==> src/verilog/rpl_pkg.sv <==
// Constants, register map and carrier types for the host pin logic.
// Assumes a single 200 MHz clock and APB access with 32-bit data.
package rpl_pkg;

    // ************************************************************
    // Timing
    // ************************************************************
    localparam int CLK_NS = 5;
    localparam int PWM_PERIOD_US = 20;
    localparam int PWM_PERIOD_CYC = PWM_PERIOD_US * 1000 / CLK_NS;
    // Round down so that 256 steps never overrun the period.
    localparam int PWM_STEP_CYC = PWM_PERIOD_CYC / 256;
    localparam logic [3:0] PWM_STEP_LAST = 4'(PWM_STEP_CYC - 1);

    // ************************************************************
    // Register byte offsets
    // ************************************************************
    localparam logic [7:0] OFS_CTRL = 8'h00;
    localparam logic [7:0] OFS_DIR = 8'h04;
    localparam logic [7:0] OFS_OUT = 8'h08;
    localparam logic [7:0] OFS_IN = 8'h0C;
    localparam logic [7:0] OFS_PULL = 8'h10;
    localparam logic [7:0] OFS_WAKE = 8'h14;
    localparam logic [7:0] OFS_SLP_DIR = 8'h18;
    localparam logic [7:0] OFS_SLP_LVL = 8'h1C;
    localparam logic [7:0] OFS_PON = 8'h20;
    localparam logic [7:0] OFS_ALT = 8'h24;
    localparam logic [7:0] OFS_PULSE_WIDTH_OUT_0 = 8'h28;
    localparam logic [7:0] OFS_PULSE_WIDTH_OUT_1 = 8'h2C;
    localparam logic [7:0] OFS_STAT = 8'h30;
    localparam logic [7:0] OFS_IRQ_ST = 8'h34;
    localparam logic [7:0] OFS_IRQ_CLR = 8'h38;
    localparam logic [7:0] OFS_IRQ_EN = 8'h3C;

    // ************************************************************
    // Field positions
    // ************************************************************
    localparam int CTRL_PROTO = 0;
    localparam int CTRL_BASE = 1;
    localparam int ALT_DE = 0;
    localparam int ALT_SPI = 1;
    localparam int ALT_ANT = 2;
    localparam int IRQ_SOP = 0;
    localparam int IRQ_EOP = 1;
    localparam int IRQ_HOP = 2;
    localparam int IRQ_WAKE = 3;
    localparam int GPIO_N = 6;
    localparam int WAKE_N = 4;
    localparam int IRQ_N = 4;

    // ************************************************************
    // Reset values
    // ************************************************************
    localparam logic [1:0] CTRL_RST = 2'h0;
    localparam logic [5:0] GPIO_RST = 6'h00;
    localparam logic [5:0] PON_RST = 6'h00;
    localparam logic [3:0] SLP_RST = 4'h0;
    localparam logic [2:0] ALT_RST = 3'h0;
    localparam logic [7:0] PWM_RST = 8'h00;
    localparam logic [3:0] IRQ_RST = 4'h0;

    // Status word from the radio core.
    typedef struct packed {
        logic sop_done;     // Start-of-packet symbol just ended.
        logic eop_done;     // End-of-packet symbol just ended.
        logic tx_busy;      // Transmitting data.
        logic rx_busy;      // Receiving data.
        logic hop_locked;   // Remote locked to hopping pattern.
        logic remote_up;    // Base has at least one remote.
        logic serial_rx_pending; // Serial receive data pending.
        logic rs485_de;     // Line driver enable request.
        logic ant_sel;      // Antenna diversity selection.
    } rpl_core_t;

endpackage

==> src/verilog/rpl_pin_logic.sv <==
// Host-facing pin logic of the radio module: markers, straps, GPIO, PWM.
// Assumes inputs synchronous to clk_in except the three synchronised pins,
// and an APB master that holds each request until pready.
//
// How it works
// - Frame marker rises when start-of-packet symbol completes, rx or tx.
// - Frame marker falls when end-of-packet symbol completes.
// - Ports 0-3 as inputs offer pull-up and wake from sleep.
// - Ports 0-3 take power-on level and own sleep direction and level.
// - Port 3 may drive the line driver enable instead.
// - Port 4 offers pull-up, power-on level, or serial receive pending flag.
// - Port 5 like port 4, or antenna diversity control output.
// - Two independent PWM outputs with 8-bit duty resolution.
// - Sleep input rising requests sleep; module sleeps until it falls or a port wakes it.
// - Sleep input low after sleep causes a power-on reset of the pin state only.
// - Rising edges on hop align input align hop timing.
// - Strap low selects protocol mode, high selects transparent mode.
// - Floating strap leaves mode to software, default transparent.
// - Traffic indicator high while transmitting or receiving.
// - On a remote, link_up_n low while locked to hopping.
// - On a base, link_up_n low while a remote is connected.
//
// Local design decisions: the register addresses and the APB register port.
module rpl_pin_logic (
    input wire logic clk_in,                   // 200 MHz clock.
    input wire logic rst_in,                   // Synchronous reset, high.
    input wire logic psel_in,                  // APB select.
    input wire logic penable_in,               // APB enable.
    input wire logic pwrite_in,                // APB write.
    input wire logic [7:0] paddr_in,           // APB byte address.
    input wire logic [31:0] pwdata_in,         // APB write data.
    output logic [31:0] prdata_out,            // APB read data.
    output logic pready_out,                   // APB ready.
    output logic pslverr_out,                  // APB error, unmapped.
    input wire rpl_pkg::rpl_core_t core_in,    // Radio core status.
    input wire logic sleep_in,                 // Sleep pin, high sleeps.
    input wire logic cfg_n_in,                 // Mode strap, low protocol.
    input wire logic cfg_driven_in,            // Strap sensed as connected.
    input wire logic hop_align_in,             // Hop alignment pulse pin.
    input wire logic [5:0] general_io_in,      // GPIO pin levels.
    output logic [5:0] general_io_out,         // GPIO drive levels.
    output logic [5:0] general_io_oe_out,      // GPIO drive enables.
    output logic [5:0] general_io_pull_out,    // GPIO pull-up enables.
    output logic pulse_width_out_0,            // PWM output 0.
    output logic pulse_width_out_1,            // PWM output 1.
    output logic frame_marker,                 // Packet bracket marker.
    output logic traffic_indicator,            // Data activity.
    output logic link_up_n,                    // Carrier indicator, low.
    output logic protocol_mode_out,            // High in protocol mode.
    output logic sleep_out,                    // Module is asleep.
    output logic hop_align_out,                // Hop alignment pulse.
    output logic irq_out                       // Level interrupt.
);

    // ************************************************************
    // Synchronisers and wake reset
    // ************************************************************
    logic sleep_m_q, sleep_s_q, sleep_d_q;
    logic cfg_m_q, cfg_s_q;
    logic hop_m_q, hop_s_q, hop_d_q;
    logic sleep_q, por_q, wake_req, hop_rise, rst_all;

    // Asynchronous pins get two flops before any logic looks at them.
    always_ff @(posedge clk_in) begin
        if (rst_in) begin
            sleep_m_q <= 1'b0;
            sleep_s_q <= 1'b0;
            sleep_d_q <= 1'b0;
            cfg_m_q <= 1'b1;
            cfg_s_q <= 1'b1;
            hop_m_q <= 1'b0;
            hop_s_q <= 1'b0;
            hop_d_q <= 1'b0;
        end else begin
            sleep_m_q <= sleep_in;
            sleep_s_q <= sleep_m_q;
            sleep_d_q <= sleep_s_q;
            cfg_m_q <= cfg_n_in;
            cfg_s_q <= cfg_m_q;
            hop_m_q <= hop_align_in;
            hop_s_q <= hop_m_q;
            hop_d_q <= hop_s_q;
        end
    end

    // Edges are taken from the second and third flops only.
    assign hop_rise = hop_s_q && !hop_d_q;
    assign rst_all = rst_in || por_q;

    // Sleep starts on a rising sleep pin; the pin falling or a GPIO wake
    // ends it with a one-cycle power-on reset of the pin state.
    always_ff @(posedge clk_in) begin
        if (rst_in) begin
            sleep_q <= 1'b0;
            por_q <= 1'b0;
        end else begin
            por_q <= 1'b0;
            if (!sleep_q && sleep_s_q && !sleep_d_q) begin
                sleep_q <= 1'b1;
            end else if (sleep_q && (!sleep_s_q || wake_req)) begin
                sleep_q <= 1'b0;
                por_q <= 1'b1;
            end
        end
    end

    // ************************************************************
    // Configuration registers
    // ************************************************************
    logic [1:0] ctrl_q;
    logic [5:0] dir_q, out_q, pull_q, pon_q;
    logic [3:0] wake_q, slp_dir_q, slp_lvl_q, irq_en_q, irq_st_q;
    logic [2:0] alt_q;
    logic [7:0] duty0_q, duty1_q;
    logic [31:0] rd_d;
    logic hit, wr_en;

    // A write lands on the edge that completes the access phase.
    assign wr_en = psel_in && penable_in && pready_out && pwrite_in && hit;

    // Software settings survive the wake reset, like stored settings do.
    always_ff @(posedge clk_in) begin
        if (rst_in) begin
            ctrl_q <= rpl_pkg::CTRL_RST;
            dir_q <= rpl_pkg::GPIO_RST;
            pull_q <= rpl_pkg::GPIO_RST;
            pon_q <= rpl_pkg::PON_RST;
            wake_q <= rpl_pkg::SLP_RST;
            slp_dir_q <= rpl_pkg::SLP_RST;
            slp_lvl_q <= rpl_pkg::SLP_RST;
            alt_q <= rpl_pkg::ALT_RST;
            duty0_q <= rpl_pkg::PWM_RST;
            duty1_q <= rpl_pkg::PWM_RST;
            irq_en_q <= rpl_pkg::IRQ_RST;
        end else if (wr_en) begin
            unique case (paddr_in)
                rpl_pkg::OFS_CTRL: ctrl_q <= pwdata_in[1:0];
                rpl_pkg::OFS_DIR: dir_q <= pwdata_in[5:0];
                rpl_pkg::OFS_PULL: pull_q <= pwdata_in[5:0];
                rpl_pkg::OFS_PON: pon_q <= pwdata_in[5:0];
                rpl_pkg::OFS_WAKE: wake_q <= pwdata_in[3:0];
                rpl_pkg::OFS_SLP_DIR: slp_dir_q <= pwdata_in[3:0];
                rpl_pkg::OFS_SLP_LVL: slp_lvl_q <= pwdata_in[3:0];
                rpl_pkg::OFS_ALT: alt_q <= pwdata_in[2:0];
                rpl_pkg::OFS_PULSE_WIDTH_OUT_0: duty0_q <= pwdata_in[7:0];
                rpl_pkg::OFS_PULSE_WIDTH_OUT_1: duty1_q <= pwdata_in[7:0];
                rpl_pkg::OFS_IRQ_EN: irq_en_q <= pwdata_in[3:0];
                default: ;
            endcase
        end
    end

    // Output levels restart from the power-on levels after a wake reset.
    always_ff @(posedge clk_in) begin
        if (rst_in) begin
            out_q <= rpl_pkg::PON_RST;
        end else if (por_q) begin
            out_q <= pon_q;
        end else if (wr_en && paddr_in == rpl_pkg::OFS_OUT) begin
            out_q <= pwdata_in[5:0];
        end
    end

    // ************************************************************
    // APB read path and ready
    // ************************************************************
    // Decode for reads and writes; unmapped offsets answer with an error.
    always_comb begin
        rd_d = 32'h0000_0000;
        hit = 1'b1;
        unique case (paddr_in)
            rpl_pkg::OFS_CTRL: rd_d[1:0] = ctrl_q;
            rpl_pkg::OFS_DIR: rd_d[5:0] = dir_q;
            rpl_pkg::OFS_OUT: rd_d[5:0] = out_q;
            rpl_pkg::OFS_IN: rd_d[5:0] = general_io_in;
            rpl_pkg::OFS_PULL: rd_d[5:0] = pull_q;
            rpl_pkg::OFS_WAKE: rd_d[3:0] = wake_q;
            rpl_pkg::OFS_SLP_DIR: rd_d[3:0] = slp_dir_q;
            rpl_pkg::OFS_SLP_LVL: rd_d[3:0] = slp_lvl_q;
            rpl_pkg::OFS_PON: rd_d[5:0] = pon_q;
            rpl_pkg::OFS_ALT: rd_d[2:0] = alt_q;
            rpl_pkg::OFS_PULSE_WIDTH_OUT_0: rd_d[7:0] = duty0_q;
            rpl_pkg::OFS_PULSE_WIDTH_OUT_1: rd_d[7:0] = duty1_q;
            rpl_pkg::OFS_STAT: rd_d[4:0] = {sleep_out, protocol_mode_out,
                link_up_n, traffic_indicator, frame_marker};
            rpl_pkg::OFS_IRQ_ST: rd_d[3:0] = irq_st_q;
            rpl_pkg::OFS_IRQ_CLR: rd_d[3:0] = 4'h0;
            rpl_pkg::OFS_IRQ_EN: rd_d[3:0] = irq_en_q;
            default: hit = 1'b0;
        endcase
    end

    // One wait state keeps every bus output straight from a flop.
    always_ff @(posedge clk_in) begin
        if (rst_in) begin
            pready_out <= 1'b0;
            pslverr_out <= 1'b0;
            prdata_out <= 32'h0000_0000;
        end else if (psel_in && penable_in && !pready_out) begin
            pready_out <= 1'b1;
            pslverr_out <= !hit;
            prdata_out <= pwrite_in ? 32'h0000_0000 : rd_d;
        end else begin
            pready_out <= 1'b0;
            pslverr_out <= 1'b0;
        end
    end

    // ************************************************************
    // Interrupts
    // ************************************************************
    logic [3:0] ev, clr;

    assign ev = {wake_req && sleep_q, hop_rise, core_in.eop_done,
                 core_in.sop_done};
    assign clr = por_q ? ~4'(1 << rpl_pkg::IRQ_WAKE) :
                 (wr_en && paddr_in == rpl_pkg::OFS_IRQ_CLR) ? pwdata_in[3:0] : 4'h0;

    // A new event beats a clear; the wake cause outlives the wake reset.
    always_ff @(posedge clk_in) begin
        if (rst_in) begin
            irq_st_q <= rpl_pkg::IRQ_RST;
            irq_out <= 1'b0;
        end else begin
            irq_st_q <= (irq_st_q & ~clr) | ev;
            irq_out <= |(((irq_st_q & ~clr) | ev) & irq_en_q);
        end
    end

    // ************************************************************
    // Indicators and mode
    // ************************************************************
    // Start wins over end so that a back-to-back packet keeps the marker.
    always_ff @(posedge clk_in) begin
        if (rst_all) begin
            frame_marker <= 1'b0;
        end else if (core_in.sop_done) begin
            frame_marker <= 1'b1;
        end else if (core_in.eop_done) begin
            frame_marker <= 1'b0;
        end
    end

    // Indicators follow the core one cycle late.
    always_ff @(posedge clk_in) begin
        if (rst_all) begin
            traffic_indicator <= 1'b0;
            link_up_n <= 1'b1;
            hop_align_out <= 1'b0;
            sleep_out <= 1'b0;
        end else begin
            traffic_indicator <= core_in.tx_busy || core_in.rx_busy;
            link_up_n <= ctrl_q[rpl_pkg::CTRL_BASE] ?
                         !core_in.remote_up :
                         !core_in.hop_locked;
            hop_align_out <= hop_rise;
            sleep_out <= sleep_q;
        end
    end

    // A floating strap cannot be sensed by the flops, so the pad sensing
    // line decides whether the strap or software picks the mode.
    always_ff @(posedge clk_in) begin
        if (rst_in) begin
            protocol_mode_out <= 1'b0;
        end else if (cfg_driven_in) begin
            protocol_mode_out <= !cfg_s_q;
        end else begin
            protocol_mode_out <= ctrl_q[rpl_pkg::CTRL_PROTO];
        end
    end

    // ************************************************************
    // General I/O
    // ************************************************************
    logic [5:0] alt_on, alt_src, wake_hit;

    assign alt_on = {alt_q, 3'b000};
    assign alt_src = {core_in.ant_sel, core_in.serial_rx_pending,
                      core_in.rs485_de, 3'b000};
    // Wake sources are low levels on input ports with wake enabled.
    assign wake_hit = {2'b00, wake_q & ~dir_q[3:0] & ~general_io_in[3:0]};
    assign wake_req = |wake_hit;

    for (genvar i = 0; i < rpl_pkg::GPIO_N; i++) begin : g_io
        localparam bit SLP_CTL = (i < rpl_pkg::WAKE_N);
        logic oe_d, o_d;

        // Alternate function first, then sleep settings, then normal use.
        always_comb begin
            oe_d = dir_q[i];
            o_d = out_q[i];
            if (alt_on[i]) begin
                oe_d = 1'b1;
                o_d = alt_src[i];
            end else if (SLP_CTL && sleep_q) begin
                oe_d = slp_dir_q[i % rpl_pkg::WAKE_N];
                o_d = slp_lvl_q[i % rpl_pkg::WAKE_N];
            end
        end

        // Pull-ups only act while the port is an input.
        always_ff @(posedge clk_in) begin
            if (rst_in) begin
                general_io_oe_out[i] <= 1'b0;
                general_io_out[i] <= 1'b0;
                general_io_pull_out[i] <= 1'b0;
            end else begin
                general_io_oe_out[i] <= oe_d;
                general_io_out[i] <= o_d;
                general_io_pull_out[i] <= pull_q[i] && !oe_d;
            end
        end
    end

    // ************************************************************
    // PWM
    // ************************************************************
    logic [3:0] step_q;
    logic [7:0] pwm_cnt_q;

    // 256 steps of 15 cycles give a period just under 20 us.
    always_ff @(posedge clk_in) begin
        if (rst_all) begin
            step_q <= 4'h0;
            pwm_cnt_q <= 8'h00;
        end else if (step_q == rpl_pkg::PWM_STEP_LAST) begin
            step_q <= 4'h0;
            pwm_cnt_q <= pwm_cnt_q + 8'h01;
        end else begin
            step_q <= step_q + 4'h1;
        end
    end

    // Duty 0 is always low; duty FF is high for 255 of 256 steps.
    always_ff @(posedge clk_in) begin
        if (rst_all) begin
            pulse_width_out_0 <= 1'b0;
            pulse_width_out_1 <= 1'b0;
        end else begin
            pulse_width_out_0 <= pwm_cnt_q < duty0_q;
            pulse_width_out_1 <= pwm_cnt_q < duty1_q;
        end
    end
endmodule

==> config.mk <==
export PLATFORM = sky130hd
export DESIGN_NAME = rpl_pin_logic
export DESIGN_NICKNAME = d
export VERILOG_FILES = /design/src/verilog/rpl_pkg.sv /design/src/verilog/rpl_pin_logic.sv
export SDC_FILE = /design/constraint.sdc
export NUM_CORES = 1
export LEC_CHECK = 0
export BUFFER_PORTS_ARGS = -buffer_cell sky130_fd_sc_hd__buf_2
export CAP_MARGIN = 20
export CORE_MARGIN = 10
export CORE_UTILIZATION = 56
export DETAILED_ROUTE_END_ITERATION = 10
export PLACE_DENSITY = 0.88
export SLEW_MARGIN = 20
export SYNTH_ARGS = -nofsm -noshare
export SYNTH_HDL_FRONTEND = slang
export SYNTH_SLANG_ARGS = --single-unit
export TNS_END_PERCENT = 5
==> constraint.sdc <==
create_clock -name clk_in -period 3.6 [get_ports clk_in]
set_input_delay 0.9 -clock clk_in [delete_from_list [all_inputs] [get_ports clk_in]]
set_output_delay 0.9 -clock clk_in [all_outputs]
set_load 0.02 [all_outputs]
==> metrics <==
vias in the first global route=4,974; Post-synth EDFFs=0; Hold Path Class=reg2reg; Post-route DRC=0; initial antenna violation count=0; Port-buffer cells=76; Rel. slew slack=0.335; post-cts resize count=0; Final Max Slew Viols=0; Post-Place Worst Slack=0.545 ns; Total Routing Usage GR=0.228; GRT overflow=0; mapped cell area=5890 µm²; clock root cell=clkbuf_8; HP Start=cfg_m_q; Die Wd=123 µm; Die Ht=123 µm; Clock Skew=0.00674 ns; sequential area share after synthesis=0.421; Crit Path Max Fanout=27; Final WS setup=1.02 ns; fraction of layout instances using a drive strength above 1=0.204; r2r startpoint=pready_out; Synth top cells by count=124 x dfxtp_1, 109 x nor2_1, 76 x mux2i_1; Worst-Margin Slew=0.997 ns; # fillers=820; Layout area overhead=16.3%; Max clock buf depth=2; Hold Path End=cfg_s_q; WL met3=1420 µm; total power=3.30 mW; outcome=finished, final reports clean; clk slew on worst S/H paths=0.06 ns; Top Ports=125; footprint of the multi-input gates=3080 µm²; FP Rows=37; crit-path leading delay family=simple AND/OR/NAND/NOR gates; gp weighted congestion=0.946; die area=15,000 µm²; routed vias=5,024; Clock Latency Late Sink=0.54 ns; Core Area=10,300 µm²; Top Metal Used=met4; Crit Path Class=in2reg; net count reported at finish=778; Reg area=2480 µm²; minimum clock period=2.58 ns; FF-to-FF End=out_q[4]; Leak=2.73 nW; Met1 Wirelength=7220 µm; Netlist cell types=68; pin count of the biggest net entering global routing=55; Pwr Density=481 nW/µm²; Vias per Instance=5.94; most frequent cell after synthesis=dfxtp_1; Antenna Cells=0; Post-synth top flop=dfxtp_1; Synth async-reset ratio=0; crit path cell chain=buf_2 > or4b_1 > nor3_4 > mux2_4 > nand2_1 > a21oi_2; CP bufs+invs=1; Pre-antenna DRT Iters=6; Synth area leader=dfxtp_1; FF+latch count, synth=124; top cell type's share of synthesized area=0.421; H-tree levels=4; Max Clock Freq=0.387 GHz; R2R Setup Slk=1.67 ns; Setup TNS=0 ns; final wirelength=17,000 µm; CP max stage delay=0.76 ns; detailed placement HPWL=12,600 µm; Hold Fails Final Rpt=0; average wire per standard cell=20.2 µm; mean area per synthesized cell=9.36 µm²; Critical Path End Type=register; Worst Hold Depth=1; CTS tree=done; RSZ-0062 raised after global routing=no; post-route clock period utilization=0.718; Antenna Nets Post-Route=0; # hold bufs at CTS=0; Final setup viols=0; cells on worst reg2reg path=5; Critical-path top delay cell=or4b_1; DRT iter0 DRCs=464; routed wl met2=8040 µm; Synth area leaders=dfxtp_1 42%, mux2i_1 13%, nor2_1 6.9%, ha_1 3.6%, buf_4 3.1%; first-pass GRT wire length=26,600 µm; max-cap check violation count=0; Max VDD drop=366 µV; Starting Density=0.574; Worst Path Required=4.02 ns; Setup Fix Bufs, Post-CTS=0; synthesized instance count=630; clk sink count=124; Num CTS Buffers=17; critical path data arrival time=3.00 ns; warning count from the yosys run=0; CP Launch Type=primary input
-- stage by stage --
| step | cells | instance area, µm² | hold slack, ns | util |
|---|---|---|---|---|
| floorplan | 653 | 5980 | 0.389 | - |
| finish | 846 | 6850 | 0.413 | 0.667 |
| CTS | 846 | 6850 | 0.412 | 0.667 |
| detailed placement | 814 | 6270 | 0.395 | 0.610 |
| global route | 846 | 6850 | 0.440 | 0.667 |
| global placement | 814 | 6270 | 0.396 | 0.610 |
-- layout by cell type, fill, tap and decap left out, types with 16 or more instances in the layout --
cell / netlist / routed
ha_1: 17 / 17
buf_2: 3 / 76
dfxtp_1: 124 / 124
a21oi_1: 17 / 17
inv_1: 22 / 22
nand2_1: 25 / 25
nor2_1: 109 / 109
clkbuf_16: 0 / 16
conb_1: 1 / 24
mux2i_1: 76 / 76
-- cell type report --
class / instances / area share
timing repair buffer: 86 / 0.0664
sequential: 124 / 0.362
tap: 136 / 0.0248
clock buffer: 18 / 0.0624
clock inverter: 14 / 0.0232
inverter: 22 / 0.0120
multi-input combinational: 446 / 0.449
-- worst max-delay path by stage --
stage | start | end | slack [ns] | depth (start not counted)
floorplan | paddr_in[4] | out_q[4] | 1.08 | 7
global placement | paddr_in[2] | out_q[4] | 0.55 | 6
detailed placement | paddr_in[2] | out_q[4] | 0.55 | 6
CTS | paddr_in[2] | out_q[4] | 1.10 | 6
global route | paddr_in[2] | out_q[4] | 1.02 | 6
finish | paddr_in[2] | out_q[4] | 1.02 | 6
-- power breakdown --
group	switching (mW)	leakage [nW]	total, mW	internal (mW)
registers	0.0120	1.00	1.40	1.39
clock network	0.683	0.284	1.70	1.02
logic	0.140	1.44	0.195	0.0551
-- registers in the layout, indices dropped and copies added, names as in the netlist, 2 cells and up --
register / flops
irq_en_q: 4
alt_q: 3
slp_dir_q: 4
irq_st_q: 4
slp_lvl_q: 4
general_io_pull_out: 6
wake_q: 4
pon_q: 6
dir_q: 6
pull_q: 6
general_io_out: 6
general_io_oe_out: 6
ctrl_q: 2
duty1_q: 8
prdata_out: 8
pwm_cnt_q: 8
duty0_q: 8
step_q: 4
out_q: 6
-- routing by layer --
layer	track usage	up-vias
met3	0.0528	40
met2	0.369	259
met5	0	-
met4	0.0898	0
met1	0.290	2412
li1	-	2313
-- logic make-up after synthesis --
| family | count (synthesis) | share of synthesized area |
|---|---|---|
| AND/OR/NAND/NOR | 223 | 0.200 |
| flip-flops | 124 | 0.421 |
| AO/OA/AOI/OAI | 90 | 0.107 |
| multiplexers | 83 | 0.149 |
| buffers and inverters | 83 | 0.0726 |
| adder cells (fa/ha/maj) | 17 | 0.0361 |
| XOR/XNOR | 9 | 0.0134 |
| other | 1 | 0.000636 |
-- worst register-to-register path, stage by stage (launching register included) --
cell	delay, ns
dfxtp_1	0.38
nand4_1	0.31
nor3_4	0.64
mux2_4	0.35
nand2_1	0.08
a21oi_2	0.06
No activity file was read; power rests on OpenSTA's default activity.
